File: src/codec_regs_consts.svh
// register indices, field positions, defaults and timing counts
`ifndef CODEC_REGS_CONSTS_SVH
`define CODEC_REGS_CONSTS_SVH

// register indices; byte address is four times the index
`define IDX_SOFT_RESET 6'h00
`define IDX_BIAS 6'h04
`define IDX_MIDRAIL 6'h05
`define IDX_MIC_DETECT 6'h06
`define IDX_MIC_VOLTAGE 6'h07
`define IDX_DMIC 6'h0a
`define IDX_INPUT_PWR 6'h0c
`define IDX_HP_PWR 6'h0e
`define IDX_LINE_PWR 6'h0f
`define IDX_CONV_PWR 6'h12
`define IDX_CLK_RATE 6'h14
`define IDX_CLK_AUX 6'h16

// field positions (lowest bit of each field)
`define POS_MAIN_BIAS 0
`define POS_MID_BUF 6
`define POS_MID_DIV 1
`define POS_MID_SRC 0
`define POS_MIC_CUR_THR 4
`define POS_MIC_SHORT_THR 2
`define POS_MIC_DET_EN 1
`define POS_MIC_SUP_EN 0
`define POS_MIC_VOLT 0
`define POS_DMIC_RATE 0
`define POS_LEFT 1
`define POS_RIGHT 0
`define POS_CONV_LEFT 3
`define POS_CONV_RIGHT 2
`define POS_TO_DIV16 14
`define POS_TO_X4 13
`define POS_SYS_HALVE 0
`define POS_TO_ENABLE 0

// reset values of non-zero fields
`define RST_DMIC_RATE 1'h1
`define RST_DEVICE_ID 16'h5a3c

// timing count in system clock ticks and top mic supply level
`define TIMEOUT_BASE_TICKS 16'h0100
`define MIC_LEVEL_MAX 3'h4

`endif

File: src/codec_regs_pkg.sv
// types shared by the codec control register bank
package codec_regs_pkg;

    typedef enum logic [1:0] {
        MIDRAIL_OFF,
        MIDRAIL_NORMAL_50K,
        MIDRAIL_STANDBY_250K,
        MIDRAIL_FAST_5K
    } midrail_mode_t;

    typedef struct packed {
        logic psel;
        logic penable;
        logic pwrite;
        logic [7:0] paddr;
        logic [31:0] pwdata;
    } apb_req_t;

    typedef struct packed {
        logic [31:0] prdata;
        logic pready;
        logic pslverr;
    } apb_rsp_t;

    typedef struct packed {
        logic main_bias_enable;
        logic midrail_buffer_enable;
        logic [1:0] midrail_divider_select;
        logic midrail_source_enable;
        logic [2:0] mic_current_threshold;
        logic [1:0] mic_short_threshold;
        logic mic_detect_enable;
        logic mic_supply_enable;
        logic [2:0] mic_supply_voltage;
        logic digital_mic_rate_select;
        logic left_input_amp_enable;
        logic right_input_amp_enable;
        logic left_headphone_enable;
        logic right_headphone_enable;
        logic left_line_out_enable;
        logic right_line_out_enable;
        logic left_converter_enable;
        logic right_converter_enable;
        logic left_mic_filter_enable;
        logic right_mic_filter_enable;
        logic timeout_clock_div_sixteen;
        logic timeout_clock_times_four;
        logic system_clock_halve;
        logic zero_cross_timeout_enable;
    } ctrl_t;

    typedef struct packed {
        ctrl_t ctrl;
        midrail_mode_t midrail_mode;
        logic [2:0] mic_supply_level;
        logic dmic_rate_reserved;
        apb_rsp_t rsp;
        logic sys_phase;
        logic system_clock_tick;
        logic [15:0] timeout_count;
        logic timeout_clock_tick;
    } state_t;

endpackage

File: src/codec_regs.sv
// codec power, bias and clock control registers behind an apb slave
//
// The APB register port was decided locally.
`timescale 1ns/100ps
`include "codec_regs_consts.svh"

module codec_regs #(
    parameter logic [15:0] DEVICE_ID = `RST_DEVICE_ID, // arbitrary value
    parameter logic [15:0] TIMEOUT_BASE = `TIMEOUT_BASE_TICKS
) (
    input wire logic clk,
    input wire logic rst,
    input wire codec_regs_pkg::apb_req_t apb_req,
    output codec_regs_pkg::apb_rsp_t apb_rsp,
    output codec_regs_pkg::ctrl_t ctrl,
    output codec_regs_pkg::midrail_mode_t midrail_mode,
    output logic [2:0] mic_supply_level,
    output logic dmic_rate_reserved,
    output logic system_clock_tick,
    output logic timeout_clock_tick
);

    // power-on and soft-reset values of every control field
    function automatic codec_regs_pkg::ctrl_t ctrl_defaults();
        codec_regs_pkg::ctrl_t c;
        c = '0;
        c.digital_mic_rate_select = `RST_DMIC_RATE;
        return c;
    endfunction

    // true for indices that hold a register
    function automatic logic is_mapped(input logic [5:0] idx);
        logic m;
        m = 1'b0;
        case (idx)
            `IDX_SOFT_RESET, `IDX_BIAS, `IDX_MIDRAIL, `IDX_MIC_DETECT,
            `IDX_MIC_VOLTAGE, `IDX_DMIC, `IDX_INPUT_PWR, `IDX_HP_PWR,
            `IDX_LINE_PWR, `IDX_CONV_PWR, `IDX_CLK_RATE, `IDX_CLK_AUX: begin
                m = 1'b1;
            end
            default: begin
                m = 1'b0;
            end
        endcase
        return m;
    endfunction

    // read mux; bits without a field stay zero
    function automatic logic [15:0] read_reg(
        input codec_regs_pkg::ctrl_t c,
        input logic [5:0] idx
    );
        logic [15:0] r;
        r = 16'h0000;
        case (idx)
            // identity code, never a stored value
            `IDX_SOFT_RESET: begin
                r = DEVICE_ID;
            end

            // main bias generator
            `IDX_BIAS: begin
                r[`POS_MAIN_BIAS] = c.main_bias_enable;
            end

            // mid-rail buffer, divider and source
            `IDX_MIDRAIL: begin
                r[`POS_MID_BUF] = c.midrail_buffer_enable;
                r[`POS_MID_DIV +: 2] = c.midrail_divider_select;
                r[`POS_MID_SRC] = c.midrail_source_enable;
            end

            // mic supply thresholds and enables
            `IDX_MIC_DETECT: begin
                r[`POS_MIC_CUR_THR +: 3] = c.mic_current_threshold;
                r[`POS_MIC_SHORT_THR +: 2] = c.mic_short_threshold;
                r[`POS_MIC_DET_EN] = c.mic_detect_enable;
                r[`POS_MIC_SUP_EN] = c.mic_supply_enable;
            end

            // raw voltage code, not the saturated level
            `IDX_MIC_VOLTAGE: begin
                r[`POS_MIC_VOLT +: 3] = c.mic_supply_voltage;
            end

            // digital mic oversampling bit
            `IDX_DMIC: begin
                r[`POS_DMIC_RATE] = c.digital_mic_rate_select;
            end

            // input amplifier enables
            `IDX_INPUT_PWR: begin
                r[`POS_LEFT] = c.left_input_amp_enable;
                r[`POS_RIGHT] = c.right_input_amp_enable;
            end

            // headphone stage enables
            `IDX_HP_PWR: begin
                r[`POS_LEFT] = c.left_headphone_enable;
                r[`POS_RIGHT] = c.right_headphone_enable;
            end

            // line output enables
            `IDX_LINE_PWR: begin
                r[`POS_LEFT] = c.left_line_out_enable;
                r[`POS_RIGHT] = c.right_line_out_enable;
            end

            // converter and mic filter enables
            `IDX_CONV_PWR: begin
                r[`POS_CONV_LEFT] = c.left_converter_enable;
                r[`POS_CONV_RIGHT] = c.right_converter_enable;
                r[`POS_LEFT] = c.left_mic_filter_enable;
                r[`POS_RIGHT] = c.right_mic_filter_enable;
            end

            // timeout scaling and system clock halving
            `IDX_CLK_RATE: begin
                r[`POS_TO_DIV16] = c.timeout_clock_div_sixteen;
                r[`POS_TO_X4] = c.timeout_clock_times_four;
                r[`POS_SYS_HALVE] = c.system_clock_halve;
            end

            // timeout clock enable
            `IDX_CLK_AUX: begin
                r[`POS_TO_ENABLE] = c.zero_cross_timeout_enable;
            end

            // holes in the map read zero
            default: begin
                r = 16'h0000;
            end
        endcase
        return r;
    endfunction

    // write decode; only defined fields take data
    function automatic codec_regs_pkg::ctrl_t write_reg(
        input codec_regs_pkg::ctrl_t c,
        input logic [5:0] idx,
        input logic [15:0] w
    );
        codec_regs_pkg::ctrl_t n;
        n = c;
        case (idx)
            // data ignored, every field back to default
            `IDX_SOFT_RESET: begin
                n = ctrl_defaults();
            end

            // main bias generator
            `IDX_BIAS: begin
                n.main_bias_enable = w[`POS_MAIN_BIAS];
            end

            // mid-rail buffer, divider and source
            `IDX_MIDRAIL: begin
                n.midrail_buffer_enable = w[`POS_MID_BUF];
                n.midrail_divider_select = w[`POS_MID_DIV +: 2];
                n.midrail_source_enable = w[`POS_MID_SRC];
            end

            // mic supply thresholds and enables
            `IDX_MIC_DETECT: begin
                n.mic_current_threshold = w[`POS_MIC_CUR_THR +: 3];
                n.mic_short_threshold = w[`POS_MIC_SHORT_THR +: 2];
                n.mic_detect_enable = w[`POS_MIC_DET_EN];
                n.mic_supply_enable = w[`POS_MIC_SUP_EN];
            end

            // all eight voltage codes are stored as written
            `IDX_MIC_VOLTAGE: begin
                n.mic_supply_voltage = w[`POS_MIC_VOLT +: 3];
            end

            // software must clear this before mic use
            `IDX_DMIC: begin
                n.digital_mic_rate_select = w[`POS_DMIC_RATE];
            end

            // input amplifier enables
            `IDX_INPUT_PWR: begin
                n.left_input_amp_enable = w[`POS_LEFT];
                n.right_input_amp_enable = w[`POS_RIGHT];
            end

            // headphone stage enables
            `IDX_HP_PWR: begin
                n.left_headphone_enable = w[`POS_LEFT];
                n.right_headphone_enable = w[`POS_RIGHT];
            end

            // line output enables
            `IDX_LINE_PWR: begin
                n.left_line_out_enable = w[`POS_LEFT];
                n.right_line_out_enable = w[`POS_RIGHT];
            end

            // converter and mic filter enables
            `IDX_CONV_PWR: begin
                n.left_converter_enable = w[`POS_CONV_LEFT];
                n.right_converter_enable = w[`POS_CONV_RIGHT];
                n.left_mic_filter_enable = w[`POS_LEFT];
                n.right_mic_filter_enable = w[`POS_RIGHT];
            end

            // timeout scaling and system clock halving
            `IDX_CLK_RATE: begin
                n.timeout_clock_div_sixteen = w[`POS_TO_DIV16];
                n.timeout_clock_times_four = w[`POS_TO_X4];
                n.system_clock_halve = w[`POS_SYS_HALVE];
            end

            // timeout clock enable
            `IDX_CLK_AUX: begin
                n.zero_cross_timeout_enable = w[`POS_TO_ENABLE];
            end

            // writes to holes change nothing
            default: begin
                n = c;
            end
        endcase
        return n;
    endfunction

    // timeout period in system ticks after divide and multiply
    function automatic logic [15:0] timeout_period(input codec_regs_pkg::ctrl_t c);
        logic [15:0] p;
        p = TIMEOUT_BASE;
        // a slower clock means a longer period
        if (c.timeout_clock_div_sixteen) begin
            p = {p[11:0], 4'h0};
        end
        // a faster clock means a shorter period
        if (c.timeout_clock_times_four) begin
            p = {2'h0, p[15:2]};
        end
        // never let the period collapse to zero
        if (p == 16'h0000) begin
            p = 16'h0001;
        end
        return p;
    endfunction

    // five voltage levels; codes above the top one saturate
    function automatic logic [2:0] mic_level(input logic [2:0] code);
        logic [2:0] l;
        l = code;
        if (code > `MIC_LEVEL_MAX) begin
            l = `MIC_LEVEL_MAX;
        end
        return l;
    endfunction

    // full state at power-on
    function automatic codec_regs_pkg::state_t state_defaults();
        codec_regs_pkg::state_t s;
        s = '0;
        s.ctrl = ctrl_defaults();
        s.midrail_mode = codec_regs_pkg::MIDRAIL_OFF;
        return s;
    endfunction

    // constant image loaded by the asynchronous reset
    localparam codec_regs_pkg::state_t STATE_RESET = state_defaults();

    // state register, its next value and decode nets
    codec_regs_pkg::state_t state_q;
    codec_regs_pkg::state_t state_d;
    logic [5:0] req_idx;
    logic req_aligned;
    logic req_mapped;
    logic setup_phase;
    logic access_done;
    logic [15:0] next_count;

    // address decode and apb phase detection
    assign req_idx = apb_req.paddr[7:2];
    assign req_aligned = (apb_req.paddr[1:0] == 2'h0);
    assign req_mapped = req_aligned && is_mapped(req_idx);
    assign setup_phase = apb_req.psel && !apb_req.penable;
    assign access_done = apb_req.psel && apb_req.penable && state_q.rsp.pready;
    assign next_count = state_q.timeout_count + 16'h0001;

    // next state: bus answer, register update, clock ticks
    always_comb begin
        state_d = state_q;
        state_d.rsp.pready = 1'b0;

        // answer every setup in the following access cycle
        if (setup_phase) begin
            state_d.rsp.pready = 1'b1;
            state_d.rsp.pslverr = !req_mapped;
            state_d.rsp.prdata = 32'h0000_0000;
            if (req_mapped && !apb_req.pwrite) begin
                state_d.rsp.prdata = {16'h0000, read_reg(state_q.ctrl, req_idx)};
            end
        end

        // a write lands only at the completing access edge
        if (access_done && apb_req.pwrite && req_mapped) begin
            state_d.ctrl = write_reg(state_q.ctrl, req_idx, apb_req.pwdata[15:0]);
        end

        // system clock: every cycle, or every second one when halved
        if (state_q.ctrl.system_clock_halve) begin
            state_d.sys_phase = !state_q.sys_phase;
        end else begin
            state_d.sys_phase = 1'b0;
        end
        state_d.system_clock_tick = !state_q.ctrl.system_clock_halve || state_q.sys_phase;

        // timeout clock counts system ticks only while enabled
        state_d.timeout_clock_tick = 1'b0;
        if (!state_q.ctrl.zero_cross_timeout_enable) begin
            state_d.timeout_count = 16'h0000;
        end else if (state_q.system_clock_tick) begin
            if (next_count >= timeout_period(state_q.ctrl)) begin
                state_d.timeout_count = 16'h0000;
                state_d.timeout_clock_tick = 1'b1;
            end else begin
                state_d.timeout_count = next_count;
            end
        end

        // decoded views of the new settings
        state_d.midrail_mode =
            codec_regs_pkg::midrail_mode_t'(state_d.ctrl.midrail_divider_select);
        state_d.mic_supply_level = mic_level(state_d.ctrl.mic_supply_voltage);
        state_d.dmic_rate_reserved = state_d.ctrl.digital_mic_rate_select &&
            (state_d.ctrl.left_mic_filter_enable || state_d.ctrl.right_mic_filter_enable);
    end

    // state register
    always_ff @(posedge clk or posedge rst) begin
        if (rst) begin
            state_q <= STATE_RESET;
        end else begin
            state_q <= state_d;
        end
    end

    // outputs straight from the state register
    assign apb_rsp = state_q.rsp;
    assign ctrl = state_q.ctrl;
    assign midrail_mode = state_q.midrail_mode;
    assign mic_supply_level = state_q.mic_supply_level;
    assign dmic_rate_reserved = state_q.dmic_rate_reserved;
    assign system_clock_tick = state_q.system_clock_tick;
    assign timeout_clock_tick = state_q.timeout_clock_tick;

endmodule

File: config.mk
export PLATFORM = sky130hd
export DESIGN_NAME = codec_regs
export DESIGN_NICKNAME = d
export VERILOG_FILES = /design/src/codec_regs_pkg.sv /design/src/codec_regs.sv
export VERILOG_INCLUDE_DIRS = /design/src
export SDC_FILE = /design/constraint.sdc
export NUM_CORES = 1
export LEC_CHECK = 0
export ABC_AREA = 1
export BUFFER_PORTS_ARGS = -buffer_cell sky130_fd_sc_hd__buf_2
export CORE_ASPECT_RATIO = 1.25
export CORE_MARGIN = 2
export CORE_UTILIZATION = 53
export CTS_BUF_LIST = sky130_fd_sc_hd__clkbuf_16
export DETAILED_ROUTE_END_ITERATION = 6
export HOLD_SLACK_MARGIN = 0.03
export PLACE_DENSITY = 0.81
export SYNTH_ARGS = -nofsm -noshare
export SYNTH_HDL_FRONTEND = slang
export SYNTH_SLANG_ARGS = --single-unit
export TNS_END_PERCENT = 50
File: constraint.sdc
create_clock -name clk -period 3 [get_ports clk]
set_input_delay 0.15 -clock clk [delete_from_list [all_inputs] [get_ports clk]]
set_output_delay 0.15 -clock clk [all_outputs]
set_load 0.02 [all_outputs]
==> impl_metrics.py <==
metrics = {
    "worst_setup_path": {
        "crit-reg2reg-launch": "state_q[1]$_DFFE_PP0P_",
        "crit_type": "reg -> reg",
        "path_max_fanout": 14,
        "end_kind": "register",
        "crit_family": "simple AND/OR/NAND/NOR gates",
        "r2r_cells": 17,
        "reg2reg_setup_slack_ns": 0.38,
        "crit_chain": "ha_1, nand2_1, inv_1, nand2_1, inv_1, nor2_1, nor2_1, ha_1, nor2_1, nand2_1, nand2_1, nand2_1, nand2_1, nand2_1, nand2_1, nand3_1, nand2_1",
        "critPathSlowestCell": "dfrtp_1",
        "critPathBufInv": 2,
        "crit_top_cell": "nand2_1",
        "crit_path_start_kind": "register",
        "arrival_ns": 2.89,
        "cpPeakStageDelay_ns": 0.43,
        "r2r-end": "state_q[8]$_DFFE_PP0P_",
        "required_ns": 3.27,
    },
    "timing": {
        "fin_setup_tns_ns": 0,
        "hold_viol": 0,
        "fin_skew_ns": 0.005245,
        "rsz0062_at_grt": "false",
        "setup_violations": 0,
        "fmax_mhz": 381.8,
        "finalCritPeriodShare_pct": 87.31,
        "fin_crit_ns": 2.619,
        "drv_slew": 0,
        "relSlewSlack_pct": 34.00,
        "max_slew.worst_pin.slew_ns": 0.9863,
    },
    "floorplanning": {
        "start_util_pct": 54.56,
        "dieArea_um2": 8289,
        "die_height_um": 101.3,
        "io-pin-count": 117,
        "dieWidth_um": 81.84,
        "rows": 35,
        "core_um2": 7357,
    },
    "grt": {
        "grt_max_degree": 34,
        "grt_pass1_vias": 3333,
        "antenna_found_initial": 0,
        "grt_first_pass_wirelength_mm": 15.02,
        "grt_overflow": 0,
        "grtUsageTotal_pct": 23.89,
    },
    "clocking": {
        "clock_path_buffers": 2,
        "cts_made_buffers": 9,
        "cts-resized-gates": 0,
        "cts_setup_buffers": 0,
        "clock-root-buffer": "clkbuf_16",
        "htreeDepth": 3,
        "insertion_delay_ns": 0.33,
        "cts.clk_slew.worst_paths_ns": 0.05,
        "ctsHoldBuffers": 2,
        "cts_sinks": 64,
        "cts_tree": "yes",
    },
    "detailed_routing": {
        "via_per_inst": 5.047,
        "vias": 3427,
        "drc": 0,
        "first_pass_iters": 4,
        "routed_wl_mm": 9.188,
        "postRouteAntennaNets": 0,
        "wire_per_inst_um": 13.53,
        "drtIter0Drc": 228,
    },
    "finish": {
        "final_cells": 679,
        "layout_commonest_cell": "nand2_1",
        "layout-drive-gt1-share_pct": 18.40,
        "nNetsFinal": 632,
        "area_delta_synth_final_pct": 8.853,
        "antenna_cells": 0,
        "final_cell_area_um2": 4369,
        "final_cell_mix": "nand2_1, buf_2, inv_1",
    },
    "logic_synthesis": {
        "netlist_area_um2": 4014,
        "synth_fa_ha_area_share_pct": 1.559,
        "muxShareOfSynthArea_pct": 0,
        "syn_area_per_cell_um2": 7.271,
        "synth_top_family_by_area": "simple AND/OR/NAND/NOR gates",
        "synth_seq_cells": 64,
        "synth_xor_area_share_pct": 0.6546,
        "synth.yosys.seq_area_share_pct": 39.93,
        "ys_warn_count": 0,
        "synthSimpleGateAreaFrac_pct": 27.03,
        "ys_types": 34,
        "synth_compound_area_share_pct": 9.850,
        "synth_cells": 552,
    },
    "placement": {
        "place_area_um2": 4013,
        "portBuffers": 73,
        "hpwl_mm": 6.700,
        "dpl.cell_count": 661,
        "gp_congestion": 0.9342,
    },
    "min_path": {
        "hold_path_startpoint": "apb_req[13]",
        "hold_depth": 3,
        "hp-class": "in -> reg",
        "worstHoldEndpoint": "ctrl[2]$_DFFE_PP0P_",
    },
    "job": {
        "drv_cap": 0,
    },
    "power": {
        "p_leak_nw": 2.286,
        "p_per_area_nw_per_um2": 554.8,
        "ir_drop_uv": 350.4,
    },
    "status": {
        "status": "completed",
    },
}
==> cell type report <==
type	instances	area, µm²
Timing Repair Buffer	77	400.4
Fill cell	668	2988
Clock buffer	9	225.2
Inverter	72	270.3
Clock inverter	7	111.4
Multi-Input combinational cell	358	1644
Sequential cell	64	1603
Tap cell	92	115.1
==> power by group <==
part | leakage (nW) | internal, mW | switching, mW | total (mW)
Clock | 0.168 | 0.805 | 0.379 | 1.18
Sequential | 0.743 | 0.912 | 0.0541 | 0.966
Combinational | 1.37 | 0.0913 | 0.183 | 0.275
==> worst reg2reg max path, stage by stage, from the launching register on <==
cell and delay [ns]:
dfrtp_1 0.43, ha_1 0.25, nand2_1 0.09, inv_1 0.06, nand2_1 0.10, inv_1 0.08, nor2_1 0.15, nor2_1 0.08
ha_1 0.31, nor2_1 0.13, nand2_1 0.06, nand2_1 0.05, nand2_1 0.06, nand2_1 0.06, nand2_1 0.04, nand2_1 0.35
nand3_1 0.17, nand2_1 0.09
==> kinds of logic (layout without fill, tap and decap cells) <==
group | Yosys count | count (layout)
adder cells (fa/ha/maj) | 5 | 5
XOR/XNOR | 3 | 3
AO/OA/AOI/OAI | 73 | 73
AND/OR/NAND/NOR | 257 | 257
flip-flops | 64 | 64
buffers and inverters | 149 | 165
other | 1 | 20
==> flip-flops by register name, summed over array words and instances, names as in the netlist <==
name and flops:
midrail_mode 2, timeout_clock_tick 1, ctrl 28, dmic_rate_reserved 1, state_q 17, mic_supply_level 2
apb_rsp 12, system_clock_tick 1
==> per-layer routing <==
layer  wire (µm)  vias up  global-route usage (%)  part of all wire, %
li1            -     1704                       -                    -
met1        3775     1604                   28.87                   41
met5           0        -                       0                    0
met3         464       18                   5.080                  5.1
met4         189        0                   10.00                  2.1
met2        4758      101                   40.90                   52
==> synth_stat cells <==
cell type    n  area (µm²)
buf_6        2       22.52
xor2_1       3       26.28
buf_2        1       5.000
nor2_4       1       11.26
o21a_1       1       7.510
clkbuf_1     4       15.01
or2_2        1       6.260
o21ai_0     42       210.2
nor3_1       8       40.04
buf_4       70       525.5
nor2_2       6       37.54
nand4_1      2       12.51
a211oi_1     2       15.01
ha_1         5       62.56
nor2_1      62       232.7
nand3_4      1       17.52
inv_1       69       259.0
a31oi_1      1       6.260
a31o_2       1       8.760
o22ai_1      8       50.05
nand3_1     29       145.1
nand2_1    142       533.0
dfrtp_1     63        1577
o21ai_2      1       8.760
conb_1       1       3.750
nand2_2      2       12.51
o21ai_1      1       5.000
nand4_4      1       21.27
inv_2        2       7.510
a21oi_2      1       8.760
nand3b_1     2       15.01
a21oi_1     15       75.07
clkinv_1     1       3.750
dfstp_2      1       26.28
==> worst max-delay path by stage <==
stage | startpoint | end | cells after the start
2_1_floorplan | state_q[1]$_DFFE_PP0P_ | timeout_clock_tick$_DFF_PP0_ | 16
3_3_place_gp | state_q[1]$_DFFE_PP0P_ | state_q[12]$_DFFE_PP0P_ | 16
3_5_place_dp | state_q[1]$_DFFE_PP0P_ | state_q[2]$_DFFE_PP0P_ | 16
4_1_cts | state_q[1]$_DFFE_PP0P_ | state_q[8]$_DFFE_PP0P_ | 16
5_1_grt | state_q[1]$_DFFE_PP0P_ | state_q[8]$_DFFE_PP0P_ | 16
6_report | state_q[1]$_DFFE_PP0P_ | state_q[8]$_DFFE_PP0P_ | 17
==> per-stage QoR <==
stage,util (%),power [mW],hold slack (ns),setup WS [ns]
finish,59.39,2.424,0.04219,0.3806
detailed placement,54.54,1.249,0.09189,0.4327
floorplan,-,1.195,0.2710,0.8770
global route,59.39,2.516,0.04934,0.1073
CTS,59.39,2.433,0.04152,0.3843
global placement,54.54,1.234,0.09835,0.5139
Power figures use the tool's default switching activity.
